===== config.mk =====
export PLATFORM = sky130hd
export DESIGN_NAME = fieldbus_cyclic_status_encoder
export DESIGN_NICKNAME = d
export VERILOG_FILES = /design/src/rtl/fieldbus_status_pkg.sv /design/src/rtl/fieldbus_cyclic_status_encoder.sv
export SDC_FILE = /design/constraint.sdc
export NUM_CORES = 1
export LEC_CHECK = 0
export BUFFER_PORTS_ARGS = -buffer_cell sky130_fd_sc_hd__buf_4
export CAP_MARGIN = 20
export CORE_MARGIN = 2
export CORE_UTILIZATION = 40
export DETAILED_ROUTE_END_ITERATION = 8
export PLACE_DENSITY_LB_ADDON = 0.12
export SLEW_MARGIN = 20
export SYNTH_ARGS = -nofsm -noshare
export SYNTH_HDL_FRONTEND = slang
export SYNTH_SLANG_ARGS = --single-unit

===== constraint.sdc =====
create_clock -name mclk -period 24.1 [get_ports mclk]
set_clock_uncertainty 0.2 [all_clocks]
set_input_delay 2.41 -clock mclk [delete_from_list [all_inputs] [get_ports mclk]]
set_output_delay 2.41 -clock mclk [all_outputs]
set_load 0.01 [all_outputs]

===== src/rtl/fieldbus_status_pkg.sv =====
/*
 * shared constants and carriers for the cyclic status encoder:
 * register map, status codes, diagnostic flag bits, slot layout.
 * assumes a single 200 MHz clock domain and avalon-mm register access.
 */
package fieldbus_status_pkg;

    localparam int unsigned ADDR_W     = 5;
    localparam int unsigned SLOT_COUNT = 4;
    localparam int unsigned REC_BYTES  = 5;

    // register byte offsets
    localparam logic [4:0] REG_ADDR    = 5'h00;
    localparam logic [4:0] REG_SLOTCFG = 5'h04;
    localparam logic [4:0] REG_SIM     = 5'h08;
    localparam logic [4:0] REG_SIMVAL  = 5'h0C;
    localparam logic [4:0] REG_STATUS  = 5'h10;
    localparam logic [4:0] REG_OFFSET  = 5'h14;
    localparam logic [4:0] REG_DIAG    = 5'h18;
    localparam logic [4:0] REG_UNITS   = 5'h1C;

    // station address
    localparam logic [6:0] STATION_MAX   = 7'h7E;
    localparam logic [6:0] STATION_RESET = 7'h7E;
    localparam int unsigned ACTIVE_LSB   = 8;

    // module form per slot, two bits each
    localparam logic [1:0] FORM_EMPTY  = 2'h0;
    localparam logic [1:0] FORM_NORMAL = 2'h1;
    localparam logic [1:0] FORM_SHORT  = 2'h2;
    localparam logic [7:0] SLOTCFG_RESET = 8'h55;

    // status byte codes
    localparam logic [7:0] ST_GOOD      = 8'h80;
    localparam logic [7:0] ST_INIT      = 8'h4C;
    localparam logic [7:0] ST_LAST_USE  = 8'h44;
    localparam logic [7:0] ST_FAILSAFE  = 8'h10;
    localparam logic [7:0] ST_CFG_ERR   = 8'h04;
    localparam logic [7:0] ST_BAD_CFG   = 8'hC4;
    localparam logic [7:0] ST_FB_OOS    = 8'h1E;
    localparam logic [7:0] ST_AI_OOS    = 8'hDE;
    localparam logic [7:0] ST_SIM       = 8'h60;
    localparam logic [7:0] ST_HI_ALARM  = 8'h8E;
    localparam logic [7:0] ST_HI_WARN   = 8'h8A;
    localparam logic [7:0] ST_LO_ALARM  = 8'h8D;
    localparam logic [7:0] ST_LO_WARN   = 8'h89;
    localparam logic [7:0] OFFSET_NONE  = 8'hFF;

    // diagnostic flag word bit positions
    localparam int unsigned DG_ZERO      = 16;
    localparam int unsigned DG_POWER     = 17;
    localparam int unsigned DG_CFG       = 18;
    localparam int unsigned DG_WARM      = 19;
    localparam int unsigned DG_COLD      = 20;
    localparam int unsigned DG_ELEC      = 24;
    localparam int unsigned DG_MECH      = 25;
    localparam int unsigned DG_MOTOR_T   = 26;
    localparam int unsigned DG_ELEC_T    = 27;
    localparam int unsigned DG_CHECKSUM  = 28;
    localparam int unsigned DG_MEAS      = 29;
    localparam int unsigned DG_INIT      = 30;
    localparam int unsigned DG_CAL       = 31;

    // unit codes of the slot outputs
    localparam logic [7:0] UNIT_PERCENT = 8'h00;
    localparam logic [7:0] UNIT_METER   = 8'h01;
    localparam logic [31:0] UNITS_RESET = 32'h0000_0100;

    typedef struct packed {
        logic [31:0] value;
        logic        valid;
        logic        lossOfEcho;
        logic        failsafeExpired;
        logic        configError;
        logic        badConfig;
        logic        aiOutOfService;
        logic        hiAlarm;
        logic        hiWarn;
        logic        loAlarm;
        logic        loWarn;
    } slot_in_type;

    typedef struct packed {
        logic zeroError;
        logic powerFail;
        logic configInvalid;
        logic warmStart;
        logic coldStart;
        logic electronics;
        logic mechanical;
        logic motorTemp;
        logic electronicsTemp;
        logic checksum;
        logic measurement;
        logic initFail;
        logic calibration;
    } fault_type;

    typedef struct packed {
        logic [7:0] data;
        logic       valid;
        logic       last;
    } byte_out_type;

endpackage


===== src/rtl/fieldbus_cyclic_status_encoder.sv =====
/*
 * cyclic input image framer for a four-slot level instrument: station
 * address, per-slot status byte encoding, slot records, fault flag word.
 * assumes measurement logic on mclk supplies per-slot conditions and that
 * the bus side pulses scanStart once per scan and drains bytes via txReady.
 */
// Function
// - station address 0..126, default 126, local or network
// - new address active only after power-up
// - measured values every scan, configuration only on request
// - slots fixed: level, distance, space, volume
// - empty slot takes block out, sends nothing
// - normal and short module forms behave alike
// - record is float four bytes, then status
// - default units percent, distance in meters
// - empty slots shift later record offsets
// - good 0x80, start-up 0x4C until valid
// - echo loss 0x44, failsafe expiry 0x10
// - config error 0x04, bad config 0xC4
// - out of service 0x1E acyclic, AI 0xDE
// - simulation mode status 0x60
// - high alarm 0x8E, high warning 0x8A
// - low alarm 0x8D, low warning 0x89
// - fault word electronics and mechanical failure bits
// - fault word motor and electronics temperature bits
module fieldbus_cyclic_status_encoder #(
    parameter int unsigned SLOTS = 4
) (
    input  wire logic                                   mclk,
    input  wire logic                                   reset,
    input  wire logic [fieldbus_status_pkg::ADDR_W-1:0] address,
    input  wire logic                                   read,
    input  wire logic                                   write,
    input  wire logic [31:0]                            writedata,
    output logic      [31:0]                            readdata,
    output logic                                        waitrequest,
    input  wire fieldbus_status_pkg::slot_in_type [SLOTS-1:0] slotIn,
    input  wire fieldbus_status_pkg::fault_type             faults,
    input  wire logic                                   stationAddressSettingLoad,
    input  wire logic [6:0]                             stationAddressSetting,
    input  wire logic                                   netAddrLoad,
    input  wire logic [6:0]                             netAddr,
    input  wire logic                                   powerUp,
    input  wire logic                                   scanStart,
    input  wire logic                                   txReady,
    output fieldbus_status_pkg::byte_out_type           txOut,
    output logic                                        scanBusy,
    output logic      [6:0]                             stationAddr,
    output logic      [31:0]                            diagWord
);

    if (SLOTS != fieldbus_status_pkg::SLOT_COUNT)
    begin : g_bad_slots
        $error("slot count must be four");
    end

    typedef enum logic [0:0] {IDLE, SEND} tx_state_type;

    // ---------------- register bus ----------------
    logic        ack;
    logic [6:0]  pendingAddr;
    logic [7:0]  slotCfg;
    logic [3:0]  simEn;
    logic [31:0] simValue;
    logic [31:0] units;

    wire busReq   = (read | write) & ~ack;
    wire wrTaken  = write & ack;
    wire selAddr  = (address == fieldbus_status_pkg::REG_ADDR);
    wire selCfg   = (address == fieldbus_status_pkg::REG_SLOTCFG);
    wire selSim   = (address == fieldbus_status_pkg::REG_SIM);
    wire selSimV  = (address == fieldbus_status_pkg::REG_SIMVAL);
    wire selStat  = (address == fieldbus_status_pkg::REG_STATUS);
    wire selOff   = (address == fieldbus_status_pkg::REG_OFFSET);
    wire selDiag  = (address == fieldbus_status_pkg::REG_DIAG);
    wire selUnits = (address == fieldbus_status_pkg::REG_UNITS);
    wire busAddrOk = (writedata[6:0] <= fieldbus_status_pkg::STATION_MAX);
    wire localOk   = (stationAddressSetting <= fieldbus_status_pkg::STATION_MAX);
    wire netOk     = (netAddr <= fieldbus_status_pkg::STATION_MAX);

    assign waitrequest = (read | write) & ~ack;

    always_ff @(posedge mclk)
    begin
        if (reset)
            ack <= 1'b0;
        else
            ack <= busReq;
    end

    logic [6:0] next_pendingAddr;
    always_comb
    begin
        next_pendingAddr = pendingAddr;
        if (stationAddressSettingLoad && localOk)
            next_pendingAddr = stationAddressSetting;
        if (netAddrLoad && netOk)
            next_pendingAddr = netAddr;
        if (wrTaken && selAddr && busAddrOk)
            next_pendingAddr = writedata[6:0];
    end

    always_ff @(posedge mclk)
    begin
        if (reset)
        begin
            pendingAddr <= fieldbus_status_pkg::STATION_RESET;
            stationAddr <= fieldbus_status_pkg::STATION_RESET;
        end
        else
        begin
            pendingAddr <= next_pendingAddr;
            if (powerUp)
                stationAddr <= pendingAddr;
        end
    end

    // writes that steer slot forms and simulation
    always_ff @(posedge mclk)
    begin
        if (reset)
        begin
            slotCfg  <= fieldbus_status_pkg::SLOTCFG_RESET;
            simEn    <= 4'h0;
            simValue <= 32'h0000_0000;
        end
        else if (wrTaken)
        begin
            if (selCfg)
                slotCfg <= writedata[7:0];
            if (selSim)
                simEn <= writedata[3:0];
            if (selSimV)
                simValue <= writedata;
        end
    end

    // default units, level/space/volume percent, distance meters
    assign units = fieldbus_status_pkg::UNITS_RESET;

    // ---------------- per-slot status ----------------
    logic [SLOTS-1:0] firstValid;
    logic [SLOTS-1:0] slotUsed;
    logic [7:0]       status     [SLOTS];
    logic [7:0]       offset     [SLOTS];
    logic [31:0]      slotValue  [SLOTS];
    logic [39:0]      record     [SLOTS];

    for (genvar i = 0; i < SLOTS; i++)
    begin : g_slot
        wire [1:0] form = slotCfg[2*i +: 2];
        wire       sim  = simEn[i];
        // both forms select the same block
        assign slotUsed[i] = (form == fieldbus_status_pkg::FORM_NORMAL) |
                             (form == fieldbus_status_pkg::FORM_SHORT);
        assign slotValue[i] = sim ? simValue : slotIn[i].value;

        always_ff @(posedge mclk)
        begin
            if (reset)
                firstValid[i] <= 1'b0;
            else if (slotIn[i].valid)
                firstValid[i] <= 1'b1;
        end

        always_comb
        begin
            // empty slot is out of service
            if (!slotUsed[i])
                status[i] = fieldbus_status_pkg::ST_FB_OOS;
            else if (slotIn[i].aiOutOfService)
                status[i] = fieldbus_status_pkg::ST_AI_OOS;
            else if (slotIn[i].badConfig)
                status[i] = fieldbus_status_pkg::ST_BAD_CFG;
            else if (slotIn[i].configError)
                status[i] = fieldbus_status_pkg::ST_CFG_ERR;
            else if (sim)
                status[i] = fieldbus_status_pkg::ST_SIM;
            else if (!firstValid[i])
                status[i] = fieldbus_status_pkg::ST_INIT;
            else if (slotIn[i].failsafeExpired)
                status[i] = fieldbus_status_pkg::ST_FAILSAFE;
            else if (slotIn[i].lossOfEcho)
                status[i] = fieldbus_status_pkg::ST_LAST_USE;
            else if (slotIn[i].hiAlarm)
                status[i] = fieldbus_status_pkg::ST_HI_ALARM;
            else if (slotIn[i].loAlarm)
                status[i] = fieldbus_status_pkg::ST_LO_ALARM;
            else if (slotIn[i].hiWarn)
                status[i] = fieldbus_status_pkg::ST_HI_WARN;
            else if (slotIn[i].loWarn)
                status[i] = fieldbus_status_pkg::ST_LO_WARN;
            else
                status[i] = fieldbus_status_pkg::ST_GOOD;
        end

        assign record[i] = {slotValue[i], status[i]};
    end

    always_comb
    begin
        logic [7:0] run;
        run = 8'h00;
        for (int j = 0; j < SLOTS; j++)
        begin
            offset[j] = slotUsed[j] ? run : fieldbus_status_pkg::OFFSET_NONE;
            if (slotUsed[j])
                run = run + 8'(fieldbus_status_pkg::REC_BYTES);
        end
    end

    // ---------------- fault flag word ----------------
    logic [31:0] next_diag;
    always_comb
    begin
        next_diag = 32'h0000_0000;
        next_diag[fieldbus_status_pkg::DG_ZERO]     = faults.zeroError;
        next_diag[fieldbus_status_pkg::DG_POWER]    = faults.powerFail;
        next_diag[fieldbus_status_pkg::DG_CFG]      = faults.configInvalid;
        next_diag[fieldbus_status_pkg::DG_WARM]     = faults.warmStart;
        next_diag[fieldbus_status_pkg::DG_COLD]     = faults.coldStart;
        next_diag[fieldbus_status_pkg::DG_ELEC]     = faults.electronics;
        next_diag[fieldbus_status_pkg::DG_MECH]     = faults.mechanical;
        next_diag[fieldbus_status_pkg::DG_MOTOR_T]  = faults.motorTemp;
        next_diag[fieldbus_status_pkg::DG_ELEC_T]   = faults.electronicsTemp;
        next_diag[fieldbus_status_pkg::DG_CHECKSUM] = faults.checksum;
        next_diag[fieldbus_status_pkg::DG_MEAS]     = faults.measurement;
        next_diag[fieldbus_status_pkg::DG_INIT]     = faults.initFail;
        next_diag[fieldbus_status_pkg::DG_CAL]      = faults.calibration;
    end

    always_ff @(posedge mclk)
    begin
        if (reset)
            diagWord <= 32'h0000_0000;
        else
            diagWord <= next_diag;
    end

    // ---------------- read mux ----------------
    // configuration and status reach software only on request
    wire [31:0] rdAddr   = {17'h0_0000, stationAddr, 1'b0, pendingAddr};
    wire [31:0] rdStat   = {status[3], status[2], status[1], status[0]};
    wire [31:0] rdOff    = {offset[3], offset[2], offset[1], offset[0]};
    wire [31:0] rdMux    =
        selAddr  ? rdAddr :
        selCfg   ? {24'h00_0000, slotCfg} :
        selSim   ? {28'h000_0000, simEn} :
        selSimV  ? simValue :
        selStat  ? rdStat :
        selOff   ? rdOff :
        selDiag  ? diagWord :
        selUnits ? units : 32'h0000_0000;

    always_ff @(posedge mclk)
    begin
        if (reset)
            readdata <= 32'h0000_0000;
        else if (read && busReq)
            readdata <= rdMux;
    end

    // ---------------- cyclic image stream ----------------
    tx_state_type     state;
    logic [39:0]      snap [SLOTS];
    logic [SLOTS-1:0] snapUsed;
    logic [1:0]       slotPtr;
    logic [2:0]       bytePtr;

    // first used slot after the current one, or none
    function automatic logic [2:0] nextUsed(input logic [SLOTS-1:0] used, input logic [2:0] from);
        logic [2:0] r;
        r = 3'h4;
        for (int k = SLOTS - 1; k >= 0; k--)
        begin
            if (used[k] && (3'(k) >= from))
                r = 3'(k);
        end
        return r;
    endfunction

    wire [2:0] firstSlot = nextUsed(slotUsed, 3'h0);
    wire [2:0] nextSlot  = nextUsed(snapUsed, {1'b0, slotPtr} + 3'h1);
    wire       recEnd    = (bytePtr == 3'(fieldbus_status_pkg::REC_BYTES - 1));
    wire       lastByte  = recEnd && nextSlot[2];
    wire [39:0] curRec   = snap[slotPtr];
    wire       beat      = txOut.valid & txReady;

    assign scanBusy = (state == SEND);

    always_ff @(posedge mclk)
    begin
        if (reset)
        begin
            state    <= IDLE;
            snapUsed <= '0;
            slotPtr  <= 2'h0;
            bytePtr  <= 3'h0;
        end
        else
        begin
            case (state)
                IDLE:
                begin
                    // whole image frozen at scan start
                    if (scanStart && !firstSlot[2])
                    begin
                        for (int s = 0; s < SLOTS; s++)
                            snap[s] <= record[s];
                        snapUsed <= slotUsed;
                        slotPtr  <= firstSlot[1:0];
                        bytePtr  <= 3'h0;
                        state    <= SEND;
                    end
                end
                SEND:
                begin
                    if (beat)
                    begin
                        if (lastByte)
                            state <= IDLE;
                        else if (recEnd)
                        begin
                            slotPtr <= nextSlot[1:0];
                            bytePtr <= 3'h0;
                        end
                        else
                            bytePtr <= bytePtr + 3'h1;
                    end
                end
                default:
                    state <= IDLE;
            endcase
        end
    end

    // byte out: value msb first, status byte last
    always_comb
    begin
        txOut.valid = (state == SEND);
        txOut.last  = (state == SEND) && lastByte;
        case (bytePtr)
            3'h0:    txOut.data = curRec[39:32];
            3'h1:    txOut.data = curRec[31:24];
            3'h2:    txOut.data = curRec[23:16];
            3'h3:    txOut.data = curRec[15:8];
            default: txOut.data = curRec[7:0];
        endcase
    end

endmodule


==> results.sh <==
export IMPL_nets=1737
export IMPL_p_switching_w=0.000273
export IMPL_syn_to_final_growth_pct=26.0
export IMPL_p_int_w=0.000887
export IMPL_layout_common_cells="buf_4 (318), edfxtp_1 (160), mux2_2 (132)"
export IMPL_fillers=3117
export IMPL_finalCritPeriodShare_pct=23.5
export IMPL_initial_core_util_pct=40.5
export IMPL_finalSetupViolCount=0
export IMPL_postCtsSetupRepairBufs=0
export IMPL_crit_type="flip-flop to output pin"
export IMPL_wl_per_cell_um=24.3
export IMPL_drv_slew=0
export IMPL_status="finished, final reports clean"
export IMPL_grt_pass1_wl_um=69200
export IMPL_ant_nets=0
export IMPL_antenna_found_initial=3
export IMPL_cts_tree="built"
export IMPL_port_buffers=304
export IMPL_cts_hold_buffers_added=0
export IMPL_coreArea_mm2=0.0345
export IMPL_final_common_cell="buf_4"
export IMPL_postCtsResizedCells=0
export IMPL_drc_errors=0
export IMPL_gp_congestion=0.920
export IMPL_hold_path_class="flip-flop to flip-flop"
export IMPL_p_leak_nw=6.48
export IMPL_grt_setup_unrepaired="false"
export IMPL_seqPwrFrac_pct=45.9
export IMPL_slew_limit_headroom_pct=12.4
export IMPL_finalSetupTns_ns=0
export IMPL_dieArea_mm2=0.0364
export IMPL_drt_iter0_drc=1048
export IMPL_numCtsBuffers=31
export IMPL_p_per_area_mw_per_mm2=65.9
export IMPL_synthesis_instances=1213
export IMPL_ioPinCount=324
export IMPL_combPwrFrac_pct=11.9
export IMPL_end_kind="output pin"
export IMPL_routed_via_count=11200
export IMPL_ys_types=78
export IMPL_wl_um=47800
export IMPL_grt_pass1_vias=10900
export IMPL_syn_area_per_cell_um2=11.5
export IMPL_synth_flop_cell="edfxtp_1"
export IMPL_vias_per_cell=5.68
export IMPL_dr_pass1_iters=6
export IMPL_htree_levels=1
export IMPL_swShare_pct=23.6
export IMPL_grt_max_degree=81
export IMPL_crit_top_cell="buf_4"
export IMPL_cts_buffer_depth=3
export IMPL_reg2reg_depth=6
export IMPL_utilization_pct=51.1
export IMPL_post_route_min_period_ns=5.66
export IMPL_startpoint_type="flip-flop"
export IMPL_drive_gt1_share_pct=37.5
export IMPL_worstSkewPairLatency_ns=0.57
export IMPL_cp_slowest_stage_delay_ns=0.66
export IMPL_hold_path_depth=2
export IMPL_seq_area_frac_synth_pct=51.5
export IMPL_finalHoldViolations=0
export IMPL_cts_root_buffer="clkbuf_16"
export IMPL_worstPathArrival_ns=3.05
export IMPL_grt_overflow=0
export IMPL_max_cap_violations=0
export IMPL_async_flop_share_pct=0
export IMPL_synth_edff_count=160
export IMPL_critPathSlowestCell="mux4_2"
export IMPL_clock_sinks=279
export IMPL_worstPathMaxFanout=40
export IMPL_die_h_um=191
export IMPL_track_usage_pct=25.8
export IMPL_power_share_clock_pct=42.2
export IMPL_die_w_um=191
export IMPL_floorplan_rows=68
export IMPL_cp_required_ns=21.49
export IMPL_syn_area_mm2=0.0140
export IMPL_irDropWorstVdd_uv=57.5
export IMPL_yosys_register_bits=279
export IMPL_yosys_warnings=0
export IMPL_p_total_w=0.00116
export IMPL_cp_cell_sequence="buf_4, mux4_2, a221oi_1, nand2_1, buf_4"
export IMPL_timing_fmax_ghz=0.177
export IMPL_hpwl_um=35200
export IMPL_ff2ff_setup_slack_ns=19.98
export IMPL_worst_pin_slew_ns=1.30
export IMPL_clkTransAtPathRegs_ns=0.06
[synth_stat cells (13+ instances only)]
cell      instances  area share, %
a211oi_1         14           0.75
a21oi_1          98            3.5
a22oi_1          17           0.91
and3_1           17           0.76
buf_1            17           0.46
buf_2            13           0.47
buf_4            24            1.3
clkbuf_1         36           0.97
dfxtp_1         119             17
edfxtp_1        160             34
inv_1            24           0.65
mux2_2          132             11
mux2i_1          13           0.93
mux4_2           40            6.5
nand2_1         121            3.3
nand3_1          19           0.68
nor2_1           75            2.0
nor2b_1          48            2.2
nor3_1           24           0.86
o21ai_0          30            1.1
o22ai_1          14           0.63
[metal layers]
metal	part of all wire, %	GRT usage (%)	up-vias
met2	48	41.7	517
met3	8.4	5.36	85
li1	-	-	5100
met1	40	34.3	5482
met5	0	0	-
met4	3.2	8.83	0
[path summary, 6_finish.rpt]
kind | to | startpoint
setup / recovery | txOut[2] | flip-flop
hold / removal | readdata[10]$_SDFFE_PP0P_ | readdata[10]$_SDFFE_PP0P_
setup reg to reg | snap[0][17]$_DFFE_PP_ | slotCfg[4]$_SDFFE_PP1P_
hold reg to reg | readdata[10]$_SDFFE_PP0P_ | readdata[10]$_SDFFE_PP0P_
[stage by stage]
step / instance area [µm²] / hold WS (ns) / setup slack, ns / std cells
after floorplan: 14000 / 0.254 / 13.54 / 1231
after global placement: 16500 / 0.279 / 18.26 / 1909
after detailed placement: 16500 / 0.284 / 18.21 / 1909
after CTS: 17600 / 0.296 / 18.30 / 1966
after global routing: 17600 / 0.325 / 18.28 / 1969
final: 17600 / 0.294 / 18.44 / 1969
[registers in the layout (all words and copies together), names as in the netlist, 7 cells and up, named ones only]
name	flops
slotCfg	8
readdata	32
simValue	32
pendingAddr	7
snap	160
diagWord	13
stationAddr	7
[cell families after synthesis]
logic type / Yosys count / synth area share [%]
AND/OR/NAND/NOR: 352 / 12.4
flip-flops: 279 / 51.5
AO/OA/AOI/OAI: 260 / 12.3
multiplexers: 185 / 18.0
buffers and inverters: 121 / 4.24
adder cells (fa/ha/maj): 9 / 0.806
XOR/XNOR: 6 / 0.753
other: 1 / 0.0269
[critical path, delay by kind of cell, from the launching register on]
family	cells	cell delay (ns)
compound gates	1	0.47
buf+inv	2	0.81
flops	1	0.31
simple gates	1	0.15
mux	1	0.66
[cell type report]
cell class | count | area, µm² | share of cell area [%]
Clock inverter | 17 | 223 | 1.27
Sequential cell | 279 | 7190 | 40.9
Inverter | 26 | 97.6 | 0.554
Multi-Input combinational cell | 831 | 6290 | 35.8
Tap cell | 455 | 569 | 3.23
Clock buffer | 40 | 830 | 4.71
Timing Repair Buffer | 318 | 2390 | 13.6
Antenna cell | 3 | 7.51 | 0.0426
[power by group through the flow]
stage | Clock [W] | Combinational, W | Sequential (W)
global route | 0.000519 | 0.000149 | 0.000534
floorplan | 0 | 0.0000708 | 0.000543
detailed placement | 0 | 0.000138 | 0.000542
global placement | 0 | 0.000137 | 0.000542
finish | 0.000490 | 0.000138 | 0.000532
CTS | 0.000499 | 0.000138 | 0.000532
Note: power is estimated with default switching activity, not from simulation.
